--- config.mk ---
export PLATFORM = sky130hd
export DESIGN_NAME = bsc_boot_strap_capture
export DESIGN_NICKNAME = d
export VERILOG_FILES = /design/src/pkg/bsc_pkg.sv /design/src/bsc_ahb_slave.sv /design/src/bsc_boot_strap_capture.sv /design/src/bsc_capture.sv
export SDC_FILE = /design/constraint.sdc
export NUM_CORES = 1
export LEC_CHECK = 0
export ABC_AREA = 1
export BUFFER_PORTS_ARGS = -buffer_cell sky130_fd_sc_hd__buf_4
export CORE_MARGIN = 2
export CORE_UTILIZATION = 30
export CTS_CLUSTER_SIZE = 30
export DETAILED_ROUTE_END_ITERATION = 10
export GPL_TIMING_DRIVEN = 1
export PLACE_DENSITY_LB_ADDON = 0.08
export SYNTH_ARGS = -nofsm -noshare
export SYNTH_HDL_FRONTEND = slang
export SYNTH_SLANG_ARGS = --single-unit
--- constraint.sdc ---
create_clock -name hclk -period 1.5 [get_ports hclk]
set_clock_uncertainty 0.1 [all_clocks]
set_input_delay 0.15 -clock hclk [delete_from_list [all_inputs] [get_ports hclk]]
set_output_delay 0.15 -clock hclk [all_outputs]
set_load 0.02 [all_outputs]
--- src/pkg/bsc_pkg.sv ---
// Shared constants and types for the boot strap capture block
package bsc_pkg;

	// Strap sampling width and pin positions on the address bus
	localparam int BSC_AW = 20;
	localparam int BSC_PIN_PCI_ROLE = 19;
	localparam int BSC_PIN_SHARED = 18;
	localparam int BSC_PIN_RSVD_HI = 15;
	localparam int BSC_PIN_SYSDIV = 13;
	localparam int BSC_PIN_BYTE_ORDER = 12;
	localparam int BSC_PIN_PCIDIV = 10;
	localparam int BSC_PIN_AUDIO = 9;
	localparam int BSC_PIN_BOOT_SRC = 8;
	localparam int BSC_PIN_BOOT_DIV = 6;
	localparam int BSC_PIN_RSVD_LO = 3;
	localparam int BSC_PIN_MULT = 0;

	// Register byte offsets, one word each
	localparam int BSC_OFS_W = 8;
	localparam logic [7:0] BSC_OFS_CHIP = 8'h00;
	localparam logic [7:0] BSC_OFS_PIN = 8'h04;
	localparam logic [7:0] BSC_OFS_BOOT = 8'h08;
	localparam logic [7:0] BSC_OFS_IMAGE = 8'h0c;
	localparam logic [7:0] BSC_OFS_CTRL = 8'h10;
	localparam logic [7:0] BSC_OFS_STATUS = 8'h14;
	localparam int BSC_CTRL_CHECK_BIT = 0;
	localparam logic [2:0] BSC_HSIZE_WORD = 3'h2;

	// Reset values: pull-ups make an unstrapped pin read high
	localparam logic [19:0] BSC_RAW_RST = 20'hfffff;
	localparam logic [6:0] BSC_CG_RST = 7'h7f;
	localparam logic BSC_CHECK_EN_RST = 1'h1;

	// Fields latched at main reset release
	typedef struct packed {
		logic pci_role_field;
		logic shared_pin_select_upper;
		logic byte_order_field;
		logic audio_link_pin_select;
		logic boot_source_field;
		logic [1:0] boot_bus_clock_divide;
	} bsc_main_cfg_t;

	// Fields latched at clock-generator reset release
	typedef struct packed {
		logic [1:0] system_clock_divisor_field;
		logic [1:0] pci_clock_divisor_field;
		logic [2:0] core_multiplier_field;
	} bsc_cg_cfg_t;

	// Register request from the bus slave
	typedef struct packed {
		logic wr;
		logic [7:0] wr_addr;
		logic [31:0] wr_data;
		logic [7:0] rd_addr;
	} bsc_reg_req_t;

	// Register layouts, least significant field last
	typedef struct packed {
		logic [22:0] zero;
		logic [2:0] core_mult;
		logic [1:0] pci_div;
		logic [1:0] sys_div;
		logic byte_order;
		logic pci_role;
	} bsc_chip_reg_t;

	typedef struct packed {
		logic [27:0] zero;
		logic reserved_low;
		logic pci_boot_conflict;
		logic cg_done;
		logic main_done;
	} bsc_status_reg_t;

endpackage

--- src/bsc_ahb_slave.sv ---
// AHB-Lite slave front end, zero wait states, registered read data
`timescale 1ns/10ps
module bsc_ahb_slave
	import bsc_pkg::*;
#(
	parameter int AW = BSC_OFS_W
)
(
	input wire logic hclk,
	input wire logic hresetn,
	input wire logic hsel,
	input wire logic [AW-1:0] haddr,
	input wire logic [1:0] htrans,
	input wire logic hwrite,
	input wire logic [2:0] hsize,
	input wire logic [31:0] hwdata,
	input wire logic hready,
	output logic hreadyout,
	output logic hresp,
	output logic [31:0] hrdata,
	output bsc_reg_req_t req,
	input wire logic [31:0] rd_data
);

	typedef struct packed {
		logic wr_pend;
		logic [7:0] wr_addr;
		logic [31:0] hrdata;
	} bsc_ahb_state_t;

	bsc_ahb_state_t state_reg;
	bsc_ahb_state_t state_next;
	logic addr_phase;

	initial
	begin
		if (AW != BSC_OFS_W)
			$error("bsc_ahb_slave: AW must equal the register offset width");
	end

	// NONSEQ or SEQ while the bus is ready opens an address phase
	assign addr_phase = hsel & htrans[1] & hready;

	// Reads are decoded in the address phase so data is a flop output
	always_comb
	begin
		state_next = state_reg;
		state_next.wr_pend = 1'b0;
		if (addr_phase)
		begin
			state_next.wr_pend = hwrite & (hsize == BSC_HSIZE_WORD);
			state_next.wr_addr = haddr;
			if (!hwrite)
				state_next.hrdata = rd_data;
		end
	end

	always_ff @(posedge hclk or negedge hresetn)
	begin
		if (!hresetn)
			state_reg <= '0;
		else
			state_reg <= state_next;
	end

	assign req.wr = state_reg.wr_pend;
	assign req.wr_addr = state_reg.wr_addr;
	assign req.wr_data = hwdata;
	assign req.rd_addr = haddr;
	assign hrdata = state_reg.hrdata;
	assign hreadyout = 1'b1; // Never stalls
	assign hresp = 1'b0; // Always OKAY

endmodule

--- src/bsc_boot_strap_capture.sv ---
// Boot strap capture: latches address-pin straps at reset release
//
// How it works
// - At main reset release address pin 19 sets the PCI role, low satellite and high host.
// - At main reset release pin 18 picks ECC check bits (high) or port bits 15..8 (low) on the shared pins.
// - At clock-generator reset release pins 14:13 give the system clock divisor, LL 4, LH 3, HL 2, HH 1.
// - At main reset release pin 12 sets byte order, low little endian and high big endian.
// - At clock-generator reset release pins 11:10 give the PCI clock divisor, LL 2.5, LH 3, HL 5, HH 6.
// - At main reset release pin 9 hands port bits 7..2 to the audio link when high.
// - At main reset release pin 8 selects boot from bus channel 0 (high) or from PCI memory (low).
// - At main reset release pins 7:6 give the boot bus clock divide, HH 1, HL 2, LH 2, LL ambiguous.
// - At clock-generator reset release pins 2:0 give the core multiplier, with HLL ambiguous.
// - The two low multiplier strap bits are copied into the core's own ratio field.
// - Each strap is sampled on the first edge after its reset lifts, high as 1 and low as 0.
`timescale 1ns/10ps
module bsc_boot_strap_capture
	import bsc_pkg::*;
#(
	parameter logic [5:0] CORE_HLL_X2 = 6'h06,
	parameter logic [2:0] BOOT_LL_DIV = 3'h3
)
(
	input wire logic hclk,
	input wire logic hresetn,
	input wire logic clock_generator_reset_n,
	input wire logic [BSC_AW-1:0] addr_pins,
	input wire logic hsel,
	input wire logic [7:0] haddr,
	input wire logic [1:0] htrans,
	input wire logic hwrite,
	input wire logic [2:0] hsize,
	input wire logic [31:0] hwdata,
	input wire logic hready,
	output logic hreadyout,
	output logic hresp,
	output logic [31:0] hrdata,
	output bsc_main_cfg_t main_cfg,
	output bsc_cg_cfg_t cg_cfg,
	output logic [1:0] core_ratio_copy_field,
	output logic [2:0] sys_div,
	output logic [3:0] pci_div_x2,
	output logic [5:0] core_mult_x2,
	output logic [2:0] boot_div,
	output logic main_captured,
	output logic cg_captured
);

	typedef struct packed {
		logic check_en;
		logic pci_boot_conflict;
		logic reserved_low;
		logic [2:0] sys_div;
		logic [3:0] pci_div_x2;
		logic [5:0] core_mult_x2;
		logic [2:0] boot_div;
	} bsc_top_state_t;

	bsc_top_state_t state_reg;
	bsc_top_state_t state_next;
	bsc_reg_req_t req;
	logic [31:0] rd_data;
	logic [19:0] raw;
	logic [6:0] cg_raw;
	bsc_chip_reg_t chip_word;
	bsc_status_reg_t status_word;

	initial
	begin
		if (CORE_HLL_X2 == 6'h00 || BOOT_LL_DIV == 3'h0)
			$error("bsc_boot_strap_capture: ambiguous ratios must be nonzero");
	end

	// Whole address image taken at main reset release
	bsc_capture #(
		.W(BSC_AW),
		.RST(BSC_RAW_RST)
	) u_main_cap (
		.hclk(hclk),
		.hresetn(hresetn),
		.hold_n(1'b1),
		.pins(addr_pins),
		.value(raw),
		.captured(main_captured)
	);

	// Clock ratio straps sit on the clock-generator reset alone, so a
	// main reset keeps the captured straps; the decoded ratio outputs still reset with hresetn
	bsc_capture #(
		.W(7),
		.RST(BSC_CG_RST)
	) u_cg_cap (
		.hclk(hclk),
		.hresetn(clock_generator_reset_n),
		.hold_n(1'b1),
		.pins({addr_pins[BSC_PIN_SYSDIV +: 2], addr_pins[BSC_PIN_PCIDIV +: 2], addr_pins[BSC_PIN_MULT +: 3]}),
		.value(cg_raw),
		.captured(cg_captured)
	);

	// Main-reset fields are fixed slices of the frozen image
	assign main_cfg.pci_role_field = raw[BSC_PIN_PCI_ROLE];
	assign main_cfg.shared_pin_select_upper = raw[BSC_PIN_SHARED];
	assign main_cfg.byte_order_field = raw[BSC_PIN_BYTE_ORDER];
	assign main_cfg.audio_link_pin_select = raw[BSC_PIN_AUDIO];
	assign main_cfg.boot_source_field = raw[BSC_PIN_BOOT_SRC];
	assign main_cfg.boot_bus_clock_divide = raw[BSC_PIN_BOOT_DIV +: 2];

	// Clock-generator fields and the core's ratio copy
	assign cg_cfg = bsc_cg_cfg_t'(cg_raw);
	assign core_ratio_copy_field = cg_cfg.core_multiplier_field[1:0];

	// Register bus front end
	bsc_ahb_slave #(
		.AW(BSC_OFS_W)
	) u_ahb (
		.hclk(hclk),
		.hresetn(hresetn),
		.hsel(hsel),
		.haddr(haddr),
		.htrans(htrans),
		.hwrite(hwrite),
		.hsize(hsize),
		.hwdata(hwdata),
		.hready(hready),
		.hreadyout(hreadyout),
		.hresp(hresp),
		.hrdata(hrdata),
		.req(req),
		.rd_data(rd_data)
	);

	// Decode ratios one cycle behind the fields, control write and board checks
	always_comb
	begin
		state_next = state_reg;
		case (cg_cfg.system_clock_divisor_field)
			2'h0: state_next.sys_div = 3'h4;
			2'h1: state_next.sys_div = 3'h3;
			2'h2: state_next.sys_div = 3'h2;
			default: state_next.sys_div = 3'h1;
		endcase
		// Half steps exist, so the PCI divisor is kept doubled
		case (cg_cfg.pci_clock_divisor_field)
			2'h0: state_next.pci_div_x2 = 4'h5;
			2'h1: state_next.pci_div_x2 = 4'h6;
			2'h2: state_next.pci_div_x2 = 4'ha;
			default: state_next.pci_div_x2 = 4'hc;
		endcase
		// HLL is listed twice; parameter picks which ratio is built
		case (cg_cfg.core_multiplier_field)
			3'h7: state_next.core_mult_x2 = 6'h04;
			3'h6: state_next.core_mult_x2 = 6'h05;
			3'h5: state_next.core_mult_x2 = 6'h06;
			3'h4: state_next.core_mult_x2 = CORE_HLL_X2;
			3'h3: state_next.core_mult_x2 = 6'h10;
			3'h2: state_next.core_mult_x2 = 6'h14;
			3'h1: state_next.core_mult_x2 = 6'h18;
			default: state_next.core_mult_x2 = 6'h20;
		endcase
		case (main_cfg.boot_bus_clock_divide)
			2'h3: state_next.boot_div = 3'h1;
			2'h2: state_next.boot_div = 3'h2;
			2'h1: state_next.boot_div = 3'h2;
			default: state_next.boot_div = BOOT_LL_DIV;
		endcase
		if (req.wr && req.wr_addr == BSC_OFS_CTRL)
			state_next.check_en = req.wr_data[BSC_CTRL_CHECK_BIT];
		// Flags are levels from the frozen image, so they cannot miss an event
		state_next.pci_boot_conflict = state_reg.check_en & main_captured & ~main_cfg.boot_source_field
			& (main_cfg.boot_bus_clock_divide != 2'h3);
		state_next.reserved_low = state_reg.check_en & main_captured
			& ~(&{raw[BSC_PIN_RSVD_HI +: 3], raw[BSC_PIN_RSVD_LO +: 3]});
	end

	always_ff @(posedge hclk or negedge hresetn)
	begin
		if (!hresetn)
			state_reg <= '{check_en: BSC_CHECK_EN_RST, sys_div: 3'h1, pci_div_x2: 4'hc,
				core_mult_x2: 6'h04, boot_div: 3'h1, default: '0};
		else
			state_reg <= state_next;
	end

	assign sys_div = state_reg.sys_div;
	assign pci_div_x2 = state_reg.pci_div_x2;
	assign core_mult_x2 = state_reg.core_mult_x2;
	assign boot_div = state_reg.boot_div;

	// Register images; unmapped offsets read zero
	always_comb
	begin
		chip_word = '0;
		chip_word.core_mult = cg_cfg.core_multiplier_field;
		chip_word.pci_div = cg_cfg.pci_clock_divisor_field;
		chip_word.sys_div = cg_cfg.system_clock_divisor_field;
		chip_word.byte_order = main_cfg.byte_order_field;
		chip_word.pci_role = main_cfg.pci_role_field;
		status_word = '0;
		status_word.reserved_low = state_reg.reserved_low;
		status_word.pci_boot_conflict = state_reg.pci_boot_conflict;
		status_word.cg_done = cg_captured;
		status_word.main_done = main_captured;
		case (req.rd_addr)
			BSC_OFS_CHIP: rd_data = chip_word;
			BSC_OFS_PIN: rd_data = {30'h0, main_cfg.audio_link_pin_select, main_cfg.shared_pin_select_upper};
			BSC_OFS_BOOT: rd_data = {29'h0, main_cfg.boot_bus_clock_divide, main_cfg.boot_source_field};
			BSC_OFS_IMAGE: rd_data = {12'h0, raw};
			BSC_OFS_CTRL: rd_data = {31'h0, state_reg.check_en};
			BSC_OFS_STATUS: rd_data = status_word;
			default: rd_data = 32'h0;
		endcase
	end
endmodule

--- src/bsc_capture.sv ---
// One strap sampling group, loaded on the first edge after its reset lifts
`timescale 1ns/10ps
module bsc_capture
	import bsc_pkg::*;
#(
	parameter int W = 7,
	parameter logic [W-1:0] RST = '1
)
(
	input wire logic hclk,
	input wire logic hresetn,
	input wire logic hold_n,
	input wire logic [W-1:0] pins,
	output logic [W-1:0] value,
	output logic captured
);

	typedef struct packed {
		logic pending;
		logic [W-1:0] value;
	} bsc_cap_state_t;

	bsc_cap_state_t state_reg;
	bsc_cap_state_t state_next;

	initial
	begin
		if (W < 1)
			$error("bsc_capture: W must be at least 1");
	end

	// Held reset re-arms; first free edge samples, then value is frozen
	always_comb
	begin
		state_next = state_reg;
		if (!hold_n)
			state_next.pending = 1'b1;
		else if (state_reg.pending)
		begin
			state_next.value = pins;
			state_next.pending = 1'b0;
		end
	end

	always_ff @(posedge hclk or negedge hresetn)
	begin
		if (!hresetn)
			state_reg <= '{pending: 1'b1, value: RST};
		else
			state_reg <= state_next;
	end

	assign value = state_reg.value;
	assign captured = ~state_reg.pending;

endmodule

==> summary.txt, run 1 <==
Place
  – Place WS: 154 ps
  – Placed Instance Area: 4130 um^2
  – Port-buffer cells: 91
  – Placed Instances: 580
  – Detailed-placement wirelength estimate: 5900 um
  – Placer Congestion: 0.738

Clock tree
  – CTS tree: yes
  – CTS Buffer Depth: 2
  – CTS Root Cell: clkbuf_16
  – Total clock sinks: 76
  – Clock Latency Late Sink: 330 ps
  – CTS Buf Count: 9
  – Clk pin slew, worst setup/hold paths: 60 ps
  – H-tree Lvls: 3

STA
  – WHS: 24.3 ps
  – Setup Viol. Count Final: 0
  – RSZ-0062 raised after global routing: no
  – TNS Setup: 0 ps
  – F_max: 719 MHz
  – Min Tclk post-route: 1390 ps
  – Final Worst Setup Slack: 110 ps
  – Period utilization: 0.927
  – Max-slew violation count: 0
  – Final hold vios: 0

Logic synthesis
  – EDFF count, synth: 0
  – Synth warn: 0
  – Top-area cell type share of the netlist area: 0.290
  – Most frequent cells after synthesis: nand2_1, buf_4, dfrtp_1, inv_1, dfstp_2
  – Synth Cell Area: 3530 um^2
  – Top cells by area, synth: dfrtp_1, dfstp_2, buf_4, nand2_1, o21ai_0
  – Sequential area share after synthesis: 0.551
  – Area leader, netlist: dfrtp_1
  – Unique masters post-synth: 29
  – Ys async rst share: 1.00
  – Post-Syn Instances: 380
  – FF+latch count, synth: 76
  – Synthesized area per cell: 9.30 um^2
  – Most frequent cell after synthesis: nand2_1
  – Main flop type after synthesis: dfrtp_1

Floorplanning
  – Num rows: 39
  – Die H: 113 um
  – Core area: 11500 um^2
  – Die width: 113 um
  – Initial Util: 0.308
  – Num ports: 139
  – Die ar.: 12700 um^2

Global routing
  – GRT Total Usage: 0.141
  – Global-route wire length before repair: 13900 um
  – Initial antenna violation count: 0
  – Vias in the first global route: 2684
  – Pin count of the biggest net entering global routing: 69
  – Grt ovf: 0

Setup path
  – CP Max Fanout: 5
  – Crit path cell chain: inv_1, buf_4
  – Worst Path Required: 1250 ps
  – CP Data Arrival Time: 1140 ps
  – CP Capture Type: output pin
  – Critical path type: reg -> out
  – Startpoint types: flop
  – Max stage delay on crit path: 530 ps
  – Slowest-stage cell, CP: dfstp_2

Drt
  – First-pass DRT Iterations: 4
  – Final wirelength: 8250 um
  – ANT nets after route: 0
  – Via count: 2630
  – DR WL/cell: 13.2 um
  – 1st-iter DRT viols: 128
  – DRC: 0
  – Vias per inst: 4.20

Layout
  – Fillers: 1167
  – Diode count: 0
  – Non-filler instance count after layout: 626
  – Multi-input gate area: 1090 um^2
  – Layout cells sized above 1: 0.358
  – Seq. cell area: 1950 um^2
  – Final #Nets: 557
  – Area grow syn2layout: 33.9%
  – Post-route design area: 4730 um^2

Run status
  – Status: completed

Power
  – P_leak: 2.37 nW
  – P per Cell Area: 1110 nW/um^2
  – Peak VDD IR: 0.450 mV

Run
  – Max cap viols: 0

Min path
  – HP Class: in -> reg
placed cells by master (no fill, tap or decap), drive strengths merged:
cell and instances:
inv 40, nor3 3, o22ai 4, nor2 18, bufinv 1, nand3 15
clkinv 1, buf 100, nand4 1, o21ai 49, mux2 1, dlygate4sd3 29
dfrtp 41, clkbuf 10, clkinvlp 4, a21oi 1, ha 8, or2 3
conb 17, nand3b 1, nor4 3, dfstp 35, a31oi 1, nand2 97
routing by layer:
metal | vias up | part of all wire | GRT usage
li1 | 1323 | - | -
met1 | 1225 | 0.48 | 0.198
met2 | 72 | 0.46 | 0.215
met3 | 10 | 0.042 | 0.0265
met4 | 0 | 0.016 | 0.0561
met5 | - | 0 | 0
worst max-delay path, delay by kind of cell, from the launching register on:
family	cells	cell delay (ps)
flip-flops	1	530
buffers and inverters	2	280
worst paths after layout:
path | slack (ps) | to | cells past startpoint | start
max | 110 | main_captured | 2 | u_main_cap.state_reg[20]
min | 20 | u_ahb.req[47] | 3 | haddr[7]
max reg2reg | 210 | pci_div_x2[3] | 3 | u_cg_cap.value[3]
min reg2reg | 380 | u_ahb.hrdata[7] | 2 | u_ahb.hrdata[7]
max in group asynchronous | 690 | pci_div_x2[3] | 3 | hresetn
min in group asynchronous | 260 | u_ahb.hrdata[19] | 3 | hresetn
per-stage QoR:
stage	util	total power, mW
final	0.412	5.26
after global routing	0.412	5.53
after CTS	0.410	5.33
after detailed placement	0.360	3.11
after global placement	0.360	3.10
after floorplan	-	2.88
logic make-up (layout without fill, tap and decap cells):
kind of cell / Yosys count / in the layout / share of synthesized area
other cells: 2 / 17 / 0.00213
fa+ha+maj: 8 / 8 / 0.0283
buf+inv: 97 / 185 / 0.157
mux: 1 / 1 / 0.00319
simple gates: 141 / 141 / 0.168
compound gates: 55 / 55 / 0.0903
flops: 76 / 76 / 0.551
report_power, final:
part | internal (mW) | total (mW) | switching [mW]
clock | 1.29 | 2.14 | 0.857
sequential | 2.27 | 2.36 | 0.0876
combinational | 0.326 | 0.758 | 0.433
repair_timing:
item / CTS / global route
gates cloned: 0 / 0
resized for setup: 0 / 1
endpoints found under the setup margin: 1 / 1
endpoints found under the hold margin: 80 / 1
hold buffers: 27 / 3
setup buffers: 1 / 0
layout make-up:
class,count,area share
sequential,76,0.411
multi-input combinational,222,0.231
clock buffer,10,0.0484
tap,143,0.0378
clock inverter,6,0.0138
timing repair buffer,129,0.225
inverter,40,0.0318
Note: power is estimated with default switching activity, not from simulation.
==> run 2: changes to the inputs <==
--- a/config.mk
+++ b/config.mk
@@ -7,7 +7,6 @@
 export LEC_CHECK = 0
 export ABC_AREA = 1
 export BUFFER_PORTS_ARGS = -buffer_cell sky130_fd_sc_hd__buf_4
-export CORE_MARGIN = 2
 export CORE_UTILIZATION = 30
 export CTS_CLUSTER_SIZE = 30
 export DETAILED_ROUTE_END_ITERATION = 10
==> constraint.sdc (replaced) <==
create_clock -name hclk -period 1.5 [get_ports hclk]
set_clock_uncertainty 0.1 [all_clocks]
set_input_delay 0.075 -clock hclk [delete_from_list [all_inputs] [get_ports hclk]]
set_output_delay 0.075 -clock hclk [all_outputs]
set_load 0.02 [all_outputs]
==> summary.txt, run 2 (synthesis gave the netlist of run 1 again) <==
Run status
  – Status: completed

Clock tree
  – Total clock sinks: 76 (unchanged)
  – CTS Buf Count: 9 (unchanged)
  – Clk pin slew, worst setup/hold paths: 60 ps (about the same)
  – CTS Root Cell: clkbuf_16
  – H-tree Lvls: 3 (unchanged)
  – CTS tree: yes
  – Clock Latency Late Sink: 330 ps (about the same)
  – CTS Buffer Depth: 2 (unchanged)

Layout
  – Diode count: 0 (unchanged)
  – Post-route design area: 4820 um^2 (+1.9%)
  – Fillers: 1156 (-0.94%)
  – Final #Nets: 561 (+0.72%)
  – Most frequent cells in the layout: buf_4, nand2_1, dfrtp_1
  – Layout Utilization: 0.420 (+0.00764)
  – Area grow syn2layout: 36.3%
  – Layout cells sized above 1: 0.363 (+0.00527)
  – Commonest non-fill, non-tap cell in the layout: buf_4

Floorplanning
  – Num rows: 39 (unchanged)
  – Num ports: 139 (unchanged)
  – Initial Util: 0.308 (unchanged)
  – Die width: 111 um (-1.8%)
  – Die H: 111 um (-1.8%)
  – Core area: 11500 um^2 (unchanged)
  – Die ar.: 12200 um^2 (-3.5%)

Global routing
  – Global-route wire length before repair: 14000 um (+1.1%)
  – Pin count of the biggest net entering global routing: 40 (-42%)
  – Vias in the first global route: 2607 (-2.9%)
  – Initial antenna violation count: 0 (unchanged)
  – GRT Total Usage: 0.147 (+0.00617)
  – Grt ovf: 0 (unchanged)

Power
  – Logic pwr share: 0.142 (-0.002)
  – Reg power frac: 0.435 (-0.014)
  – P per Cell Area: 1130 nW/um^2 (+1.3%)
  – Switching fraction of total power: 0.253 (-0.00887)
  – Clk pwr share: 0.423 (+0.016)
  – P_leak: 2.43 nW (+2.5%)
  – P_int: 4.06 mW (+4.4%)
  – Peak VDD IR: 0.524 mV (+16%)
  – Psw: 1.37 mW (-0.33%)

Place
  – Detailed-placement wirelength estimate: 6040 um (+2.4%)
  – Port-buffer cells: 91 (unchanged)
  – Placed Instance Area: 4130 um^2 (unchanged)
  – Placer Congestion: 0.731 (-0.95%)

STA
  – RSZ-0062 raised after global routing: yes
  – Setup Viol. Count Final: 0 (unchanged)
  – Max-slew violation count: 0 (unchanged)
  – TNS Setup: 0 ps (unchanged)
  – Final hold vios: 0 (unchanged)
  – F_max: 708 MHz (-1.6%)
  – Min Tclk post-route: 1410 ps (+22.7 ps)
  – Period utilization: 0.942 (+0.0152)

Drt
  – Vias per inst: 4.19 (-0.26%)
  – DRC: 0 (unchanged)
  – First-pass DRT Iterations: 4 (unchanged)
  – ANT nets after route: 0 (unchanged)
  – Via count: 2640 (+0.38%)
  – Final wirelength: 8340 um (+1.1%)
  – DR WL/cell: 13.2 um (+0.46%)
  – 1st-iter DRT viols: 57 (-55%)

Setup path
  – Worst Path Required: 1660 ps (+410 ps)
  – Startpoint types: primary input
  – Critical path type: in -> reg
  – CP Max Fanout: 10 (+5)
  – CP Data Arrival Time: 1570 ps (+430 ps)
  – CP Capture Type: flop

Min path
  – HP Class: in -> async

Run
  – Max cap viols: 0 (unchanged)
-- run 2: changes by cell type in the layout (fill, tap and decap cells not counted), sizes merged --
cell and change:
clkbuf -1, clkinv +3, clkinvlp -3, bufinv +1
dlygate4sd3 +4
-- run 2: what timing repair did --
item / CTS / global route
hold buffers: 33 / 0
gates resized for setup: 0 / 9
buffers inserted: 1 / 0
hold endpoints to repair: 91 / 0
pin swaps: 0 / 1
endpoints found under the setup margin: 1 / 19
-- run 2: per-layer routing --
layer / vias to the layer above / routed length (um) / track usage
met5: - / 0 / 0
met4: 0 / 94 / 0.0427
met3: 8 / 398 / 0.0423
met2: 72 / 3940 / 0.230
met1: 1228 / 3900 / 0.197
li1: 1332 / - / -
-- run 2: power by group through the flow --
| stage | Clock [mW] | Combinational, mW | Sequential [mW] |
|---|---|---|---|
| after floorplan | 0 | 0.509 | 2.37 |
| after global placement | 0 | 0.696 | 2.40 |
| after detailed placement | 0 | 0.703 | 2.41 |
| after CTS | 2.37 | 0.778 | 2.37 |
| after global routing | 2.45 | 0.852 | 2.38 |
| final | 2.30 | 0.770 | 2.36 |
-- run 2: cell type report --
cell class | instances | area, um^2 | area share
Sequential cell | 76 | 1950 | 0.404
Inverter | 40 | 153 | 0.0317
Timing Repair Buffer | 133 | 1110 | 0.230
Clock inverter | 7 | 91.3 | 0.0190
Multi-Input combinational cell | 222 | 1120 | 0.232
Clock buffer | 9 | 225 | 0.0468
Tap cell | 143 | 179 | 0.0372
-- run 2: worst max-delay path: stages --
cell and delay, ps:
dlygate4sd3_1 540, buf_4 140, inv_2 50, nand2_2 90, nor2_4 230, nand3_2 110
buf_4 210, o21ai_2 120
-- run 2: per-stage QoR --
step / std cells / worst slack [ps] / power, mW / hold slack (ps)
4_1_cts: 630 / 17.3 / 5.52 / 30.4
5_1_grt: 630 / -21.0 / 5.69 / 33.4
2_1_floorplan: 395 / 257 / 2.88 / -321
6_report: 630 / 87.3 / 5.43 / 36.2
3_3_place_gp: 580 / 211 / 3.10 / -161
3_5_place_dp: 580 / 206 / 3.11 / -165
-- run 2: final timing paths --
| path | start | to | slack (ps) | depth (start not counted) |
|---|---|---|---|---|
| max | haddr[0] | u_ahb.hrdata[17] | 90 | 8 |
| min | hresetn | core_mult_x2[1] | 40 | 2 |
| max reg2reg | u_main_cap.state_reg[20] | u_ahb.hrdata[0] | 200 | 6 |
| min reg2reg | u_main_cap.value[1] | u_main_cap.value[1] | 370 | 2 |
| max in group asynchronous | hresetn | u_main_cap.value[7] | 700 | 3 |
| min in group hclk | hwrite | u_ahb.hrdata[10] | 100 | 4 |
